===== config.mk =====
export PLATFORM = sky130hd
export DESIGN_NAME = csc_sense_control
export DESIGN_NICKNAME = d
export VERILOG_FILES = /design/src/hdl/csc_pkg.sv /design/src/hdl/csc_sense_control.sv
export SDC_FILE = /design/constraint.sdc
export NUM_CORES = 1
export LEC_CHECK = 0
export BUFFER_PORTS_ARGS = -buffer_cell sky130_fd_sc_hd__buf_4
export CORE_MARGIN = 2
export CORE_UTILIZATION = 46
export CTS_BUF_LIST = sky130_fd_sc_hd__clkbuf_4 sky130_fd_sc_hd__clkbuf_8 sky130_fd_sc_hd__clkbuf_16
export DETAILED_ROUTE_END_ITERATION = 16
export GPL_TIMING_DRIVEN = 1
export PLACE_DENSITY_LB_ADDON = 0.15
export RECOVER_POWER = 25
export REMOVE_ABC_BUFFERS = 1
export SLEW_MARGIN = 25
export SYNTH_ARGS = -nofsm -noshare
export SYNTH_HDL_FRONTEND = slang
export SYNTH_SLANG_ARGS = --single-unit

===== constraint.sdc =====
create_clock -name aclk -period 1.67 [get_ports aclk]
set_clock_uncertainty 0.2 [all_clocks]
set_input_delay 0.4175 -clock aclk [delete_from_list [all_inputs] [get_ports aclk]]
set_output_delay 0.4175 -clock aclk [all_outputs]
set_load 0.01 [all_outputs]

===== src/hdl/csc_pkg.sv =====
package csc_pkg;
    // register byte addresses on the bus
    localparam logic [3:0] CSC_ADDR_MAIN    = 4'h0;
    localparam logic [3:0] CSC_ADDR_CHANNEL = 4'h4;
    localparam logic [3:0] CSC_ADDR_TIMERS  = 4'h8;
    // fields of sense_control_main
    localparam int CSC_BIT_ENABLE   = 7;
    localparam int CSC_BIT_RANGE    = 6;
    localparam int CSC_LVL_HI       = 3;
    localparam int CSC_LVL_LO       = 2;
    localparam int CSC_BIT_DIR      = 1;
    localparam int CSC_BIT_EXT_SEL  = 0;
    localparam logic [7:0] CSC_MAIN_WMASK    = 8'hcd;
    localparam logic [7:0] CSC_CHANNEL_WMASK = 8'h0f;
    // timer routing register (bit0 timer_a_clock_source, bits 2:1 timer_b_clock_source)
    localparam int CSC_BIT_TA_SRC   = 0;
    localparam int CSC_TB_SRC_HI    = 2;
    localparam int CSC_TB_SRC_LO    = 1;
    localparam logic [7:0] CSC_TIMERS_WMASK  = 8'h07;
    localparam logic [7:0] CSC_RESET_VALUE   = 8'h00;
    localparam logic [1:0] CSC_TB_SRC_SENSE  = 2'h3;
    localparam logic [1:0] CSC_LEVEL_OFF     = 2'h0;
    localparam logic [3:0] CSC_LAST_CHANNEL  = 4'hb;
    localparam int CSC_CHANNELS = 12;
    localparam logic [1:0] CSC_RESP_OKAY   = 2'h0;
    localparam logic [1:0] CSC_RESP_SLVERR = 2'h2;
endpackage : csc_pkg


===== src/hdl/csc_sense_control.sv =====
// Added by the designer: the register offsets and the AXI4-Lite interface to the registers.
`timescale 1ns/10ps
// Functional notes
// [RQ1] oscillator keeps running while enabled, sleep or not
// [RQ2] timer may count in sleep; evaluating change needs an awake part
// [RQ3] first timer is stopped while the part sleeps
// [RQ4] main bit 7 enables the sensing module
// [RQ5] main bit 6 picks high range (variable references) or low range
// [RQ6] low range level codes: off, low, medium, high
// [RQ7] high range codes 01..11 pick low, medium, high current
// [RQ8] high range code 00 is noise detection, oscillator on, no current
// [RQ9] read-only bit 1 shows oscillator direction, one when sourcing
// [RQ10] with external source, bit 0 picks oscillator or external pin
// [RQ11] internal source clocks first timer from instruction clock
// [RQ12] channel code ignored and no channel connected while disabled
// [RQ13] codes 0 to 11 connect the matching sensing input when enabled
// [RQ14] software must not write reserved channel codes 12 to 15
// [RQ15] unimplemented bits of both registers read as zero
// [RQ16] second timer source code 11 clocks it from the oscillator
// [RQ17] time base must come from the other timer
// [RQ18] oscillator output synchronised before use as count enable
// [RQ19] all writable bits clear to zero on every reset
module csc_sense_control
    import csc_pkg::*;
#(
    parameter int CHANNELS = CSC_CHANNELS
) (
    // clock and reset
    input  wire logic                aclk,
    input  wire logic                aresetn,
    // axi4-lite write address
    input  wire logic [3:0]          s_axi_awaddr,
    input  wire logic                s_axi_awvalid,
    output logic                     s_axi_awready,
    // axi4-lite write data
    input  wire logic [31:0]         s_axi_wdata,
    input  wire logic [3:0]          s_axi_wstrb,
    input  wire logic                s_axi_wvalid,
    output logic                     s_axi_wready,
    // axi4-lite write response
    output logic [1:0]               s_axi_bresp,
    output logic                     s_axi_bvalid,
    input  wire logic                s_axi_bready,
    // axi4-lite read
    input  wire logic [3:0]          s_axi_araddr,
    input  wire logic                s_axi_arvalid,
    output logic                     s_axi_arready,
    output logic [31:0]              s_axi_rdata,
    output logic [1:0]               s_axi_rresp,
    output logic                     s_axi_rvalid,
    input  wire logic                s_axi_rready,
    // system state
    input  wire logic                sleep_active,
    input  wire logic                instr_clk_tick,
    // analog oscillator front end
    input  wire logic                osc_comparator_out,
    output logic                     osc_run,
    output logic                     reference_range_select,
    output logic [1:0]               current_level_select,
    output logic                     noise_detect_mode,
    output logic [CHANNELS-1:0]      channel_connect,
    // timer routing
    input  wire logic                timer_a_external_pin,
    output logic                     timer_a_count_en,
    output logic                     timer_b_count_en
);

    ////////////////////////////////////////////////////////////////////////////////
    logic [7:0] sense_control_main;
    logic [7:0] sense_channel_select;
    logic [7:0] timer_routing;
    logic       aw_held;
    logic       w_held;
    logic [3:0] aw_addr;
    logic [31:0] w_data;
    logic [3:0] w_strb;
    logic       osc_sync1;
    logic       osc_sync2;
    logic       osc_prev;
    logic       pin_sync1;
    logic       pin_sync2;
    logic       pin_prev;
    logic       osc_rise;
    logic       pin_rise;
    logic       wr_fire;

    // channel code field of sense_channel_select
    localparam int CSC_CHAN_HI = 3;
    localparam int CSC_CHAN_LO = 0;

    // byte addresses of the three registers
    function automatic logic known_addr(input logic [3:0] a);
        return (a == CSC_ADDR_MAIN) || (a == CSC_ADDR_CHANNEL) || (a == CSC_ADDR_TIMERS);
    endfunction : known_addr

    // a cleared lowest strobe leaves the register untouched
    function automatic logic [7:0] merge(input logic [7:0] old, input logic [7:0] wmask);
        merge = w_strb[0] ? ((old & ~wmask) | (w_data[7:0] & wmask)) : old;
    endfunction : merge

    function automatic logic [1:0] level_of(input logic [7:0] ctrl);
        return ctrl[CSC_LVL_HI:CSC_LVL_LO];
    endfunction : level_of

    // code 00: off in the low range, noise detection in the high range
    function automatic logic level_is_zero(input logic [7:0] ctrl);
        return level_of(ctrl) == CSC_LEVEL_OFF;
    endfunction : level_is_zero

    // registers are one byte; the upper lanes always read zero
    function automatic logic [31:0] widen(input logic [7:0] value);
        return 32'(value);
    endfunction : widen

    function automatic logic [3:0] channel_of(input logic [7:0] sel);
        return sel[CSC_CHAN_HI:CSC_CHAN_LO];
    endfunction : channel_of

    ////////////////////////////////////////////////////////////////////////////////
    // write channel: address and data accepted in either order
    // held off while bvalid stands, so its set and clear never meet
    assign wr_fire = aw_held && w_held && !s_axi_bvalid;

    always_ff @(posedge aclk) begin
        if (!aresetn) begin
            aw_held       <= 1'b0;
            aw_addr       <= 4'h0;
            s_axi_awready <= 1'b0;
        end else begin
            s_axi_awready <= !aw_held && !s_axi_awready && s_axi_awvalid;
            if (s_axi_awvalid && s_axi_awready) begin
                aw_held <= 1'b1;
                aw_addr <= s_axi_awaddr;
            end else if (wr_fire) begin
                aw_held <= 1'b0;
            end
        end
    end

    always_ff @(posedge aclk) begin
        if (!aresetn) begin
            w_held       <= 1'b0;
            w_data       <= 32'h0000_0000;
            w_strb       <= 4'h0;
            s_axi_wready <= 1'b0;
        end else begin
            s_axi_wready <= !w_held && !s_axi_wready && s_axi_wvalid;
            if (s_axi_wvalid && s_axi_wready) begin
                w_held <= 1'b1;
                w_data <= s_axi_wdata;
                w_strb <= s_axi_wstrb;
            end else if (wr_fire) begin
                w_held <= 1'b0;
            end
        end
    end

    always_ff @(posedge aclk) begin
        if (!aresetn) begin
            s_axi_bvalid <= 1'b0;
            s_axi_bresp  <= CSC_RESP_OKAY;
        end else if (wr_fire) begin
            s_axi_bvalid <= 1'b1;
            // unmapped address: error answer, nothing changes
            s_axi_bresp  <= known_addr(aw_addr) ? CSC_RESP_OKAY : CSC_RESP_SLVERR;
        end else if (s_axi_bready) begin
            s_axi_bvalid <= 1'b0;
        end
    end

    ////////////////////////////////////////////////////////////////////////////////
    // registers; direction bit is not stored, it mirrors the comparator
    // a write lands at the edge that raises bvalid
    always_ff @(posedge aclk) begin
        if (!aresetn) begin
            sense_control_main   <= CSC_RESET_VALUE; // RQ19
            sense_channel_select <= CSC_RESET_VALUE; // RQ19
            timer_routing        <= CSC_RESET_VALUE; // RQ19
        end else if (wr_fire) begin
            unique case (aw_addr)
                CSC_ADDR_MAIN:
                    sense_control_main <= merge(sense_control_main, CSC_MAIN_WMASK); // RQ4 RQ15
                CSC_ADDR_CHANNEL:
                    sense_channel_select <= merge(sense_channel_select,
                                                  CSC_CHANNEL_WMASK); // RQ15
                CSC_ADDR_TIMERS:
                    timer_routing <= merge(timer_routing, CSC_TIMERS_WMASK);
                default: ;
            endcase
        end
    end

    ////////////////////////////////////////////////////////////////////////////////
    // read channel, one cycle after the address is taken
    always_ff @(posedge aclk) begin
        if (!aresetn) begin
            s_axi_arready <= 1'b0;
            s_axi_rvalid  <= 1'b0;
            s_axi_rdata   <= 32'h0000_0000;
            s_axi_rresp   <= CSC_RESP_OKAY;
        end else begin
            s_axi_arready <= !s_axi_rvalid && !s_axi_arready && s_axi_arvalid;
            if (s_axi_arvalid && s_axi_arready) begin
                s_axi_rvalid <= 1'b1;
                s_axi_rresp  <= known_addr(s_axi_araddr) ? CSC_RESP_OKAY : CSC_RESP_SLVERR;
                unique case (s_axi_araddr)
                    CSC_ADDR_MAIN: begin
                        s_axi_rdata <= widen(sense_control_main); // RQ15
                        // lags the pin by the two synchroniser stages
                        s_axi_rdata[CSC_BIT_DIR] <= osc_sync2; // RQ9
                    end
                    CSC_ADDR_CHANNEL:
                        s_axi_rdata <= widen(sense_channel_select); // RQ15
                    CSC_ADDR_TIMERS:
                        s_axi_rdata <= widen(timer_routing);
                    default:
                        s_axi_rdata <= 32'h0000_0000;
                endcase
            end else if (s_axi_rready) begin
                s_axi_rvalid <= 1'b0;
            end
        end
    end

    ////////////////////////////////////////////////////////////////////////////////
    // oscillator controls; sleep is deliberately not an input to these
    always_ff @(posedge aclk) begin
        if (!aresetn) begin
            osc_run                <= 1'b0;
            reference_range_select <= 1'b0;
            current_level_select   <= CSC_LEVEL_OFF;
            noise_detect_mode      <= 1'b0;
        end else begin
            reference_range_select <= sense_control_main[CSC_BIT_RANGE]; // RQ5
            current_level_select   <= level_of(sense_control_main); // RQ6 RQ7
            // low range off code stops it; high range keeps it alive
            osc_run <= sense_control_main[CSC_BIT_ENABLE]
                       && (sense_control_main[CSC_BIT_RANGE]
                           || !level_is_zero(sense_control_main)); // RQ1 RQ6
            noise_detect_mode <= sense_control_main[CSC_BIT_ENABLE]
                                 && sense_control_main[CSC_BIT_RANGE]
                                 && level_is_zero(sense_control_main); // RQ8
        end
    end

    // one-hot pad connect, nothing for reserved codes or when disabled
    always_ff @(posedge aclk) begin
        if (!aresetn) begin
            channel_connect <= '0;
        end else begin
            channel_connect <= '0;
            if (sense_control_main[CSC_BIT_ENABLE]
                && channel_of(sense_channel_select) <= CSC_LAST_CHANNEL) begin // RQ12 RQ13
                channel_connect[channel_of(sense_channel_select)] <= 1'b1; // RQ13
            end
        end
    end

    ////////////////////////////////////////////////////////////////////////////////
    // two-flop synchronisers; edge detect reads only the second stage
    // stages reset to the idle low level, so no false edge follows reset
    always_ff @(posedge aclk) begin
        if (!aresetn) begin
            osc_sync1 <= 1'b0;
            osc_sync2 <= 1'b0;
            osc_prev  <= 1'b0;
            pin_sync1 <= 1'b0;
            pin_sync2 <= 1'b0;
            pin_prev  <= 1'b0;
        end else begin
            osc_sync1 <= osc_comparator_out; // RQ18
            osc_sync2 <= osc_sync1;
            osc_prev  <= osc_sync2;
            pin_sync1 <= timer_a_external_pin;
            pin_sync2 <= pin_sync1;
            pin_prev  <= pin_sync2;
        end
    end

    assign osc_rise = osc_sync2 && !osc_prev; // RQ18
    assign pin_rise = pin_sync2 && !pin_prev;

    always_ff @(posedge aclk) begin
        if (!aresetn) begin
            timer_a_count_en <= 1'b0;
            timer_b_count_en <= 1'b0;
        end else begin
            // single-cycle pulses; sleep wins over every source of the first timer
            if (sleep_active) begin
                timer_a_count_en <= 1'b0; // RQ3
            end else if (!timer_routing[CSC_BIT_TA_SRC]) begin
                timer_a_count_en <= instr_clk_tick; // RQ11
            end else if (sense_control_main[CSC_BIT_EXT_SEL]) begin
                timer_a_count_en <= osc_rise; // RQ10
            end else begin
                timer_a_count_en <= pin_rise; // RQ10
            end
            // second timer keeps counting in sleep
            timer_b_count_en <= (timer_routing[CSC_TB_SRC_HI:CSC_TB_SRC_LO]
                                 == CSC_TB_SRC_SENSE) && osc_rise; // RQ16 RQ2
        end
    end

endmodule : csc_sense_control


* Word level (Yosys, flattened, before mapping)
Index checks and enable logic that the tools add are counted.
** Storage, ports and cells
- Bits in registers :: 105
- Input bits :: 55
- Output and inout port bits :: 60
- Word-level logic and storage cells :: 101
** Operators by class
- Magnitude comparators :: 3
- Equal/unequal tests :: 5
- Multiplexer cells :: 14
- Bitwise operators :: 4
- Reduce and logical (&&, ||, !) cells :: 46
** Operators by type and width (number)
- 8-bit one-hot mux with 3 select lines :: 1
- 1-bit logical AND :: 19
- 1-bit logical NOT :: 10
- 1-bit 2-to-1 mux :: 10
- 3-bit AND reduction :: 3
- 4-bit by 3-bit equality test with 1-bit output, second input constant :: 2
- 4-bit equality test, second input constant :: 2
- 4-bit logical NOT :: 2
- 6-bit by 8-bit OR with 8-bit output :: 1
- 8-bit by 3-bit OR with 8-bit output :: 1
- 8-bit by 4-bit OR with 8-bit output :: 1
- 2-bit nonzero test :: 4
- 1-bit logical OR :: 5
- 4-bit by 5-bit < comparator with 1-bit output, second input constant :: 1
- 1-bit demux with 4-bit select :: 1
- 4-bit by 1-bit greater-or-equal comparator with 1-bit output, second input constant :: 1
- 4-bit <= comparator, second input constant :: 1
- 2-bit 2-to-1 mux :: 2
- 2-bit equality test, second input constant :: 1
- 2-bit logical NOT :: 1
- 2-bit AND reduction :: 1
- 2-bit OR reduction :: 1
- 1-bit inverter :: 1

* Logic depth before layout (Yosys ltp)
Gate-level depths: netlist of the first run.
- Depth after elaboration :: 4
- Mapped depth :: 4
- Depth with buffers taken out :: 3

* Worst setup path before layout of the first run
Ideal clock, no wire load.
- Kind :: reg2reg
- Start point :: register aw_addr[1]
- End point :: register sense_control_main[0]
- Setup time :: 0.132 ns
- Arrival :: 1.206 ns
- Required time :: 1.338 ns
- Setup slack :: 0.132 ns
- Cell stages (with the launch flop) :: 5
- Period minus slack after synthesis :: 1.538 ns
- Cell sequence :: dfxtp_1 or4b_1 buf_2 o21ai_1 a21oi_1
** On the way
- Word-level cells in the longest chain between the ends :: 2
** RTL lines
- start: declaration :: RTL line csc_sense_control.sv:74 : logic [3:0] aw_addr;
- start signal: assignment :: RTL line csc_sense_control.sv:133 : aw_addr <= s_axi_awaddr;
- 4-bit logical NOT :: RTL line csc_sense_control.sv:180 : unique case (aw_addr)
- 3-bit AND reduction (no source line)
- end signal: assignment :: RTL line csc_sense_control.sv:182 : sense_control_main <= merge(sense_control_main, CSC_MAIN_WMASK);
- end: declaration :: RTL line csc_sense_control.sv:69 : logic [7:0] sense_control_main;
No other way between the ends.
A chain may end at the register's enable or synchronous reset.

* Worst setup path after layout of the first run
- Start point :: register s_axi_bvalid
- End point :: output s_axi_bvalid
** RTL lines
- start: declaration :: RTL line csc_sense_control.sv:42 : output logic s_axi_bvalid,
- start signal: assignment :: RTL line csc_sense_control.sv:160 : s_axi_bvalid <= 1'b0;
- start signal: assignment :: RTL line csc_sense_control.sv:163 : s_axi_bvalid <= 1'b1;
- start signal: assignment :: RTL line csc_sense_control.sv:167 : s_axi_bvalid <= 1'b0;
No word-level cell between the ends.

==> results of run 1 <==
## logic make-up (layout without fill, tap and decap cells)
group                  count (synthesis)  count (layout)  synth area share
AOI/OAI and AO/OA                     49              49             0.107
buffers and inverters                 45              97             0.109
DFF                                   64              64             0.506
muxes                                  8               8            0.0331
other                                  1              26           0.00148
and+or+nand+nor                      112             112             0.244
## worst paths after layout
check / from / to / slack [ns] / cells after the start
max reg2reg: aw_addr[1] / sense_control_main[6] / 0.18 / 4
max: s_axi_bvalid / s_axi_bvalid / 0.1 / 2
min reg2reg: osc_sync1 / osc_sync2 / 0.23 / 1
min: sleep_active / timer_a_count_en / 0.05 / 2
## sequential cells by signal (all words and copies together) (netlist names), 2 cells and up
register and count:
s_axi_rdata 7, channel_connect 12, w_data 6, sense_channel_select 4, timer_routing 3, current_level_select 2
aw_addr 4, sense_control_main 5
## stage by stage
step,area (um2),total power [uW],hold WS (ns),cells
2_1_floorplan,2370,1690,0.212,264
3_3_place_gp,3030,1810,0.214,412
3_5_place_dp,3030,1810,0.218,412
4_1_cts,3260,3370,0.0417,428
5_1_grt,3260,3450,0.0430,428
6_report,3260,3350,0.0517,428
## layout by cell type, fill, tap and decap left out, types with 5 or more instances in the layout
cell type	netlist	final
buf_4	27	72
dfxtp_1	64	62
nand2_1	33	33
a21oi_1	27	27
conb_1	1	26
nand3_1	22	22
nor2_1	14	14
nor3_1	10	10
clkbuf_8	0	9
o21ai_1	8	8
inv_1	5	5
o21ai_0	5	5
and2_1	9	5
nand4_1	5	5
mux2i_1	5	5
## cell type report
| type | count | share of cell area |
|---|---|---|
| clock buffers | 9 | 0.0380 |
| flip-flops and latches | 64 | 0.394 |
| clock inverters | 7 | 0.0338 |
| well taps | 72 | 0.0277 |
| multi-input cells | 195 | 0.330 |
| repair buffers | 76 | 0.171 |
| inverters | 5 | 0.00576 |
## per-layer routing
metal  GRT usage  share of wire
met1       0.225           0.47
met3      0.0414          0.063
met4       0.107          0.021
met2       0.270           0.45
met5           0              0
## power groups by stage
stage / registers, uW / clock network, uW / logic (uW)
5_1_grt: 1570 / 1660 / 222
2_1_floorplan: 1610 / 0 / 77.0
6_report: 1570 / 1580 / 202
3_5_place_dp: 1610 / 0 / 203
4_1_cts: 1570 / 1590 / 204
3_3_place_gp: 1600 / 0 / 201
## critical path, delay by kind of cell (launching register included)
family                 cells  cell delay, ns
buffers and inverters      2            0.27
flip-flops                 1            0.35
==> impl_metrics.json, run 1 <==
{
  "viasPerCell": 4.81,
  "gp_congestion": 0.809,
  "crit_top_cell": "buf_4",
  "dp_hpwl_mm": 3.78,
  "post_cts_buffers": 0,
  "cts_hold_buf": 0,
  "cts_root_buf": "clkbuf_8",
  "power.switching_uw": 731,
  "utilization": 0.603,
  "slew_headroom": 0.654,
  "vdd_drop_max_mv": 0.485,
  "synthTopCellsByArea": "dfxtp_1 51%, buf_4 8.0%, a21oi_1 5.3%",
  "postSynthCellCount": 279,
  "cts_tree": "done",
  "drv_cap": 0,
  "clock-sinks": 64,
  "setup_viol": 0,
  "post_cts_resized": 0,
  "crit_path_max_fanout": 6,
  "diodes": 0,
  "overflow": 0,
  "pin_count": 115,
  "path_clk_slew_ns": 0.07,
  "postSynthAreaPerCell_um2": 9.08,
  "clkPwrFrac": 0.470,
  "slowest_delay_ns": 0.35,
  "cp_slowest_cell": "dfxtp_2",
  "cp-start-kind": "register",
  "vias": 2057,
  "setup_ws_ns": 0.0961,
  "dieHeight_um": 78.2,
  "yosysTopAreaCellShare": 0.506,
  "antenna_left": 0,
  "yosys_most_used_dff": "dfxtp_1",
  "required_ns": 1.05,
  "wl_per_cell_um": 12.2,
  "yosysWarnings": 0,
  "synth_cell_type_count": 38,
  "synth_top_area_cell": "dfxtp_1",
  "synth_edf_count": 0,
  "regArea_mm2": 0.00128,
  "grt_pass1_wl_mm": 8.38,
  "syn_area_mm2": 0.00253,
  "synthArstFlopShare": 0,
  "grt_util_all_layers": 0.176,
  "swShare": 0.218,
  "critPathKind": "reg -> out",
  "hold_violations": 0,
  "critPathArrivalTime_ns": 0.96,
  "drt_iter0_markers": 139,
  "intPower_uw": 2620,
  "grt_max_degree": 17,
  "grt_pass1_vias": 1871,
  "port-buffer-count": 59,
  "max_freq_ghz": 0.635,
  "clk_latency_ns": 0.34,
  "p_per_area_mw_per_mm2": 1030,
  "drc": 0,
  "status": "complete, no violations",
  "hp-class": "in -> reg",
  "wl_mm": 5.21,
  "design.die.area_mm2": 0.00611,
  "worst_setup_path_end_kind": "output port",
  "numCtsBuffers": 9,
  "syn_to_final_growth_pct": 28.6,
  "tightestPinTransition_ns": 0.519,
  "start_util": 0.469,
  "nets": 406,
  "ys_seq_elements": 64,
  "first_pass_iters": 4,
  "antenna_found_initial": 0,
  "synth_commonest_cells": "64 x dfxtp_1, 33 x nand2_1, 27 x a21oi_1, 27 x buf_4, 22 x nand3_1",
  "finalSetupTns_ns": 0,
  "seqPwrFrac": 0.469,
  "clk_path_buf_depth": 2,
  "dp_slack_ns": 0.0970,
  "fin_crit_sh": 0.942,
  "core_mm2": 0.00541,
  "yosysMostFrequentCell": "dfxtp_1",
  "pwr-share-comb": 0.060,
  "n_fill_cell": 514,
  "rsz0062_at_grt": "no",
  "drv_slew": 0,
  "finalCriticalPeriod_ns": 1.57,
  "power_leakage_uw": 0.00132,
  "cts_max_level": 3,
  "fp.dieW_um": 78.2,
  "multi_input_area_mm2": 0.00107,
  "rows": 27,
  "seq_area_frac_synth": 0.506,
  "drive_above_1_share": 0.278,
  "path_cells": "buf_4 > buf_4"
}
Note: power is estimated with default switching activity, not from simulation.
==> inputs of run 2 (changes only) <==
--- a/config.mk
+++ b/config.mk
@@ -12,7 +12,6 @@
 export DETAILED_ROUTE_END_ITERATION = 16
 export GPL_TIMING_DRIVEN = 1
 export PLACE_DENSITY_LB_ADDON = 0.15
-export RECOVER_POWER = 25
 export REMOVE_ABC_BUFFERS = 1
 export SLEW_MARGIN = 25
 export SYNTH_ARGS = -nofsm -noshare
==> impl_metrics.json, run 2 (synthesis results as in run 1) <==
{
  "vias": 2060,
  "path_clk_slew_ns": 0.07,
  "drv_cap": 0,
  "critPathArrivalTime_ns": 0.96,
  "regArea_mm2": 0.00128,
  "grt_util_all_layers": 0.176,
  "critPathKind": "reg -> out",
  "port-buffer-count": 59,
  "top_regs": "channel_connect: 12 flops, s_axi_rdata: 7 flops, w_data: 6 flops",
  "vdd_drop_max_mv": 0.486,
  "r2r_cells": 4,
  "cts_root_buf": "clkbuf_8",
  "finalPower_uw": 3350,
  "n_fill_cell": 507,
  "r2r-start": "aw_addr[1]",
  "cts_hold_buf": 0,
  "crit_path_max_fanout": 6,
  "drc": 0,
  "finalSetupTns_ns": 0,
  "regMostFlops": "channel_connect",
  "diodes": 0,
  "fp.dieW_um": 78.2,
  "grt_pass1_vias": 1871,
  "dpl.cell_count": 412,
  "p_per_area_mw_per_mm2": 1020,
  "drt_iter0_markers": 128,
  "r2r_end": "sense_control_main[6]",
  "fin_crit_sh": 0.942,
  "hold_violations": 0,
  "r2r_slack_ns": 0.19,
  "nets": 406,
  "mostFrequentLayoutCells": "76 x buf_4, 62 x dfxtp_1, 33 x nand2_1",
  "status": "complete, no violations",
  "pin_count": 115,
  "drive_above_1_share": 0.287,
  "hold_start": "sleep_active",
  "clk_path_buf_depth": 2,
  "viasPerCell": 4.81,
  "hold_depth": 2,
  "hp-class": "in -> reg",
  "largest_reg_flops": 12,
  "cts_max_level": 3,
  "first_pass_iters": 4,
  "clk_latency_ns": 0.34,
  "cts_tree": "done",
  "rows": 27,
  "place_area_mm2": 0.00303,
  "max_freq_ghz": 0.636,
  "drv_slew": 0,
  "instances_no_fill": 428,
  "wl_mm": 5.24,
  "grt_pass1_wl_mm": 8.38,
  "clock-sinks": 64,
  "core_mm2": 0.00541,
  "multi_input_area_mm2": 0.00107,
  "worst_setup_path_end_kind": "output port",
  "start_util": 0.469,
  "syn_to_final_growth_pct": 29.2,
  "antenna_found_initial": 0,
  "layout_commonest_cell": "buf_4",
  "post_cts_buffers": 0,
  "design.die.area_mm2": 0.00611,
  "rsz0062_at_grt": "no",
  "gp_congestion": 0.809,
  "power_leakage_uw": 0.00134,
  "wl_per_cell_um": 12.2,
  "dp_hpwl_mm": 3.78,
  "overflow": 0,
  "hold_end": "timer_a_count_en",
  "required_ns": 1.05,
  "setup_viol": 0,
  "cp-start-kind": "register",
  "finalCriticalPeriod_ns": 1.57,
  "dieHeight_um": 78.2,
  "numCtsBuffers": 9,
  "final_cell_area_mm2": 0.00327,
  "antenna_left": 0,
  "grt_max_degree": 17
}
-- run 2: worst max-delay path by stage --
stage                            start                     to  slack (ns)  depth (start not counted)
final                     s_axi_bvalid           s_axi_bvalid         0.1                          2
after detailed placement    aw_addr[1]  sense_control_main[2]         0.1                          3
after floorplan             aw_addr[1]  sense_control_main[0]        0.11                          3
after global routing        aw_addr[1]  sense_control_main[6]        0.01                          4
after CTS                 s_axi_bvalid           s_axi_bvalid        0.01                          2
after global placement      aw_addr[1]  sense_control_main[3]        0.10                          3
-- run 2: layer usage --
| layer | GRT usage | wire (um) | up-vias | share of wire |
|---|---|---|---|---|
| met2 | 0.270 | 2370 | 60 | 0.45 |
| met5 | 0 | 0 | - | 0 |
| met1 | 0.225 | 2470 | 935 | 0.47 |
| met3 | 0.0414 | 290 | 8 | 0.055 |
| li1 | - | - | 1057 | - |
| met4 | 0.107 | 110 | 0 | 0.021 |
-- run 2: final cells by class --
cell class | count | area share
Clock buffer | 9 | 0.0379
Clock inverter | 7 | 0.0337
Inverter | 5 | 0.00574
Multi-Input combinational cell | 195 | 0.328
Sequential cell | 64 | 0.393
Tap cell | 72 | 0.0275
Timing Repair Buffer | 76 | 0.174
-- run 2: power by group --
group	switching, uW	internal [uW]	leakage, uW
Clock	592	981	0.000123
Sequential	20.5	1550	0.000519
Combinational	116	89.8	0.000697
-- run 2: repair_timing --
item | 4_1_cts | 5_1_grt
resized for setup | 0 | 3
endpoints found under the setup margin | 0 | 5
hold endpoints to repair | 0 | 0
-- run 2: through the flow --
| step | setup WS, ns | util | hold WS (ns) |
|---|---|---|---|
| 2_1_floorplan | 0.106 | - | 0.212 |
| 3_3_place_gp | 0.102 | 0.561 | 0.214 |
| 3_5_place_dp | 0.0970 | 0.561 | 0.218 |
| 4_1_cts | 0.0125 | 0.604 | 0.0417 |
| 5_1_grt | 0.0117 | 0.605 | 0.0430 |
| 6_report | 0.0973 | 0.605 | 0.0523 |
-- run 2: worst max-delay path: stages, from the launching register on --
cell     delay, ns
dfxtp_2       0.35
buf_4         0.14
buf_4         0.13
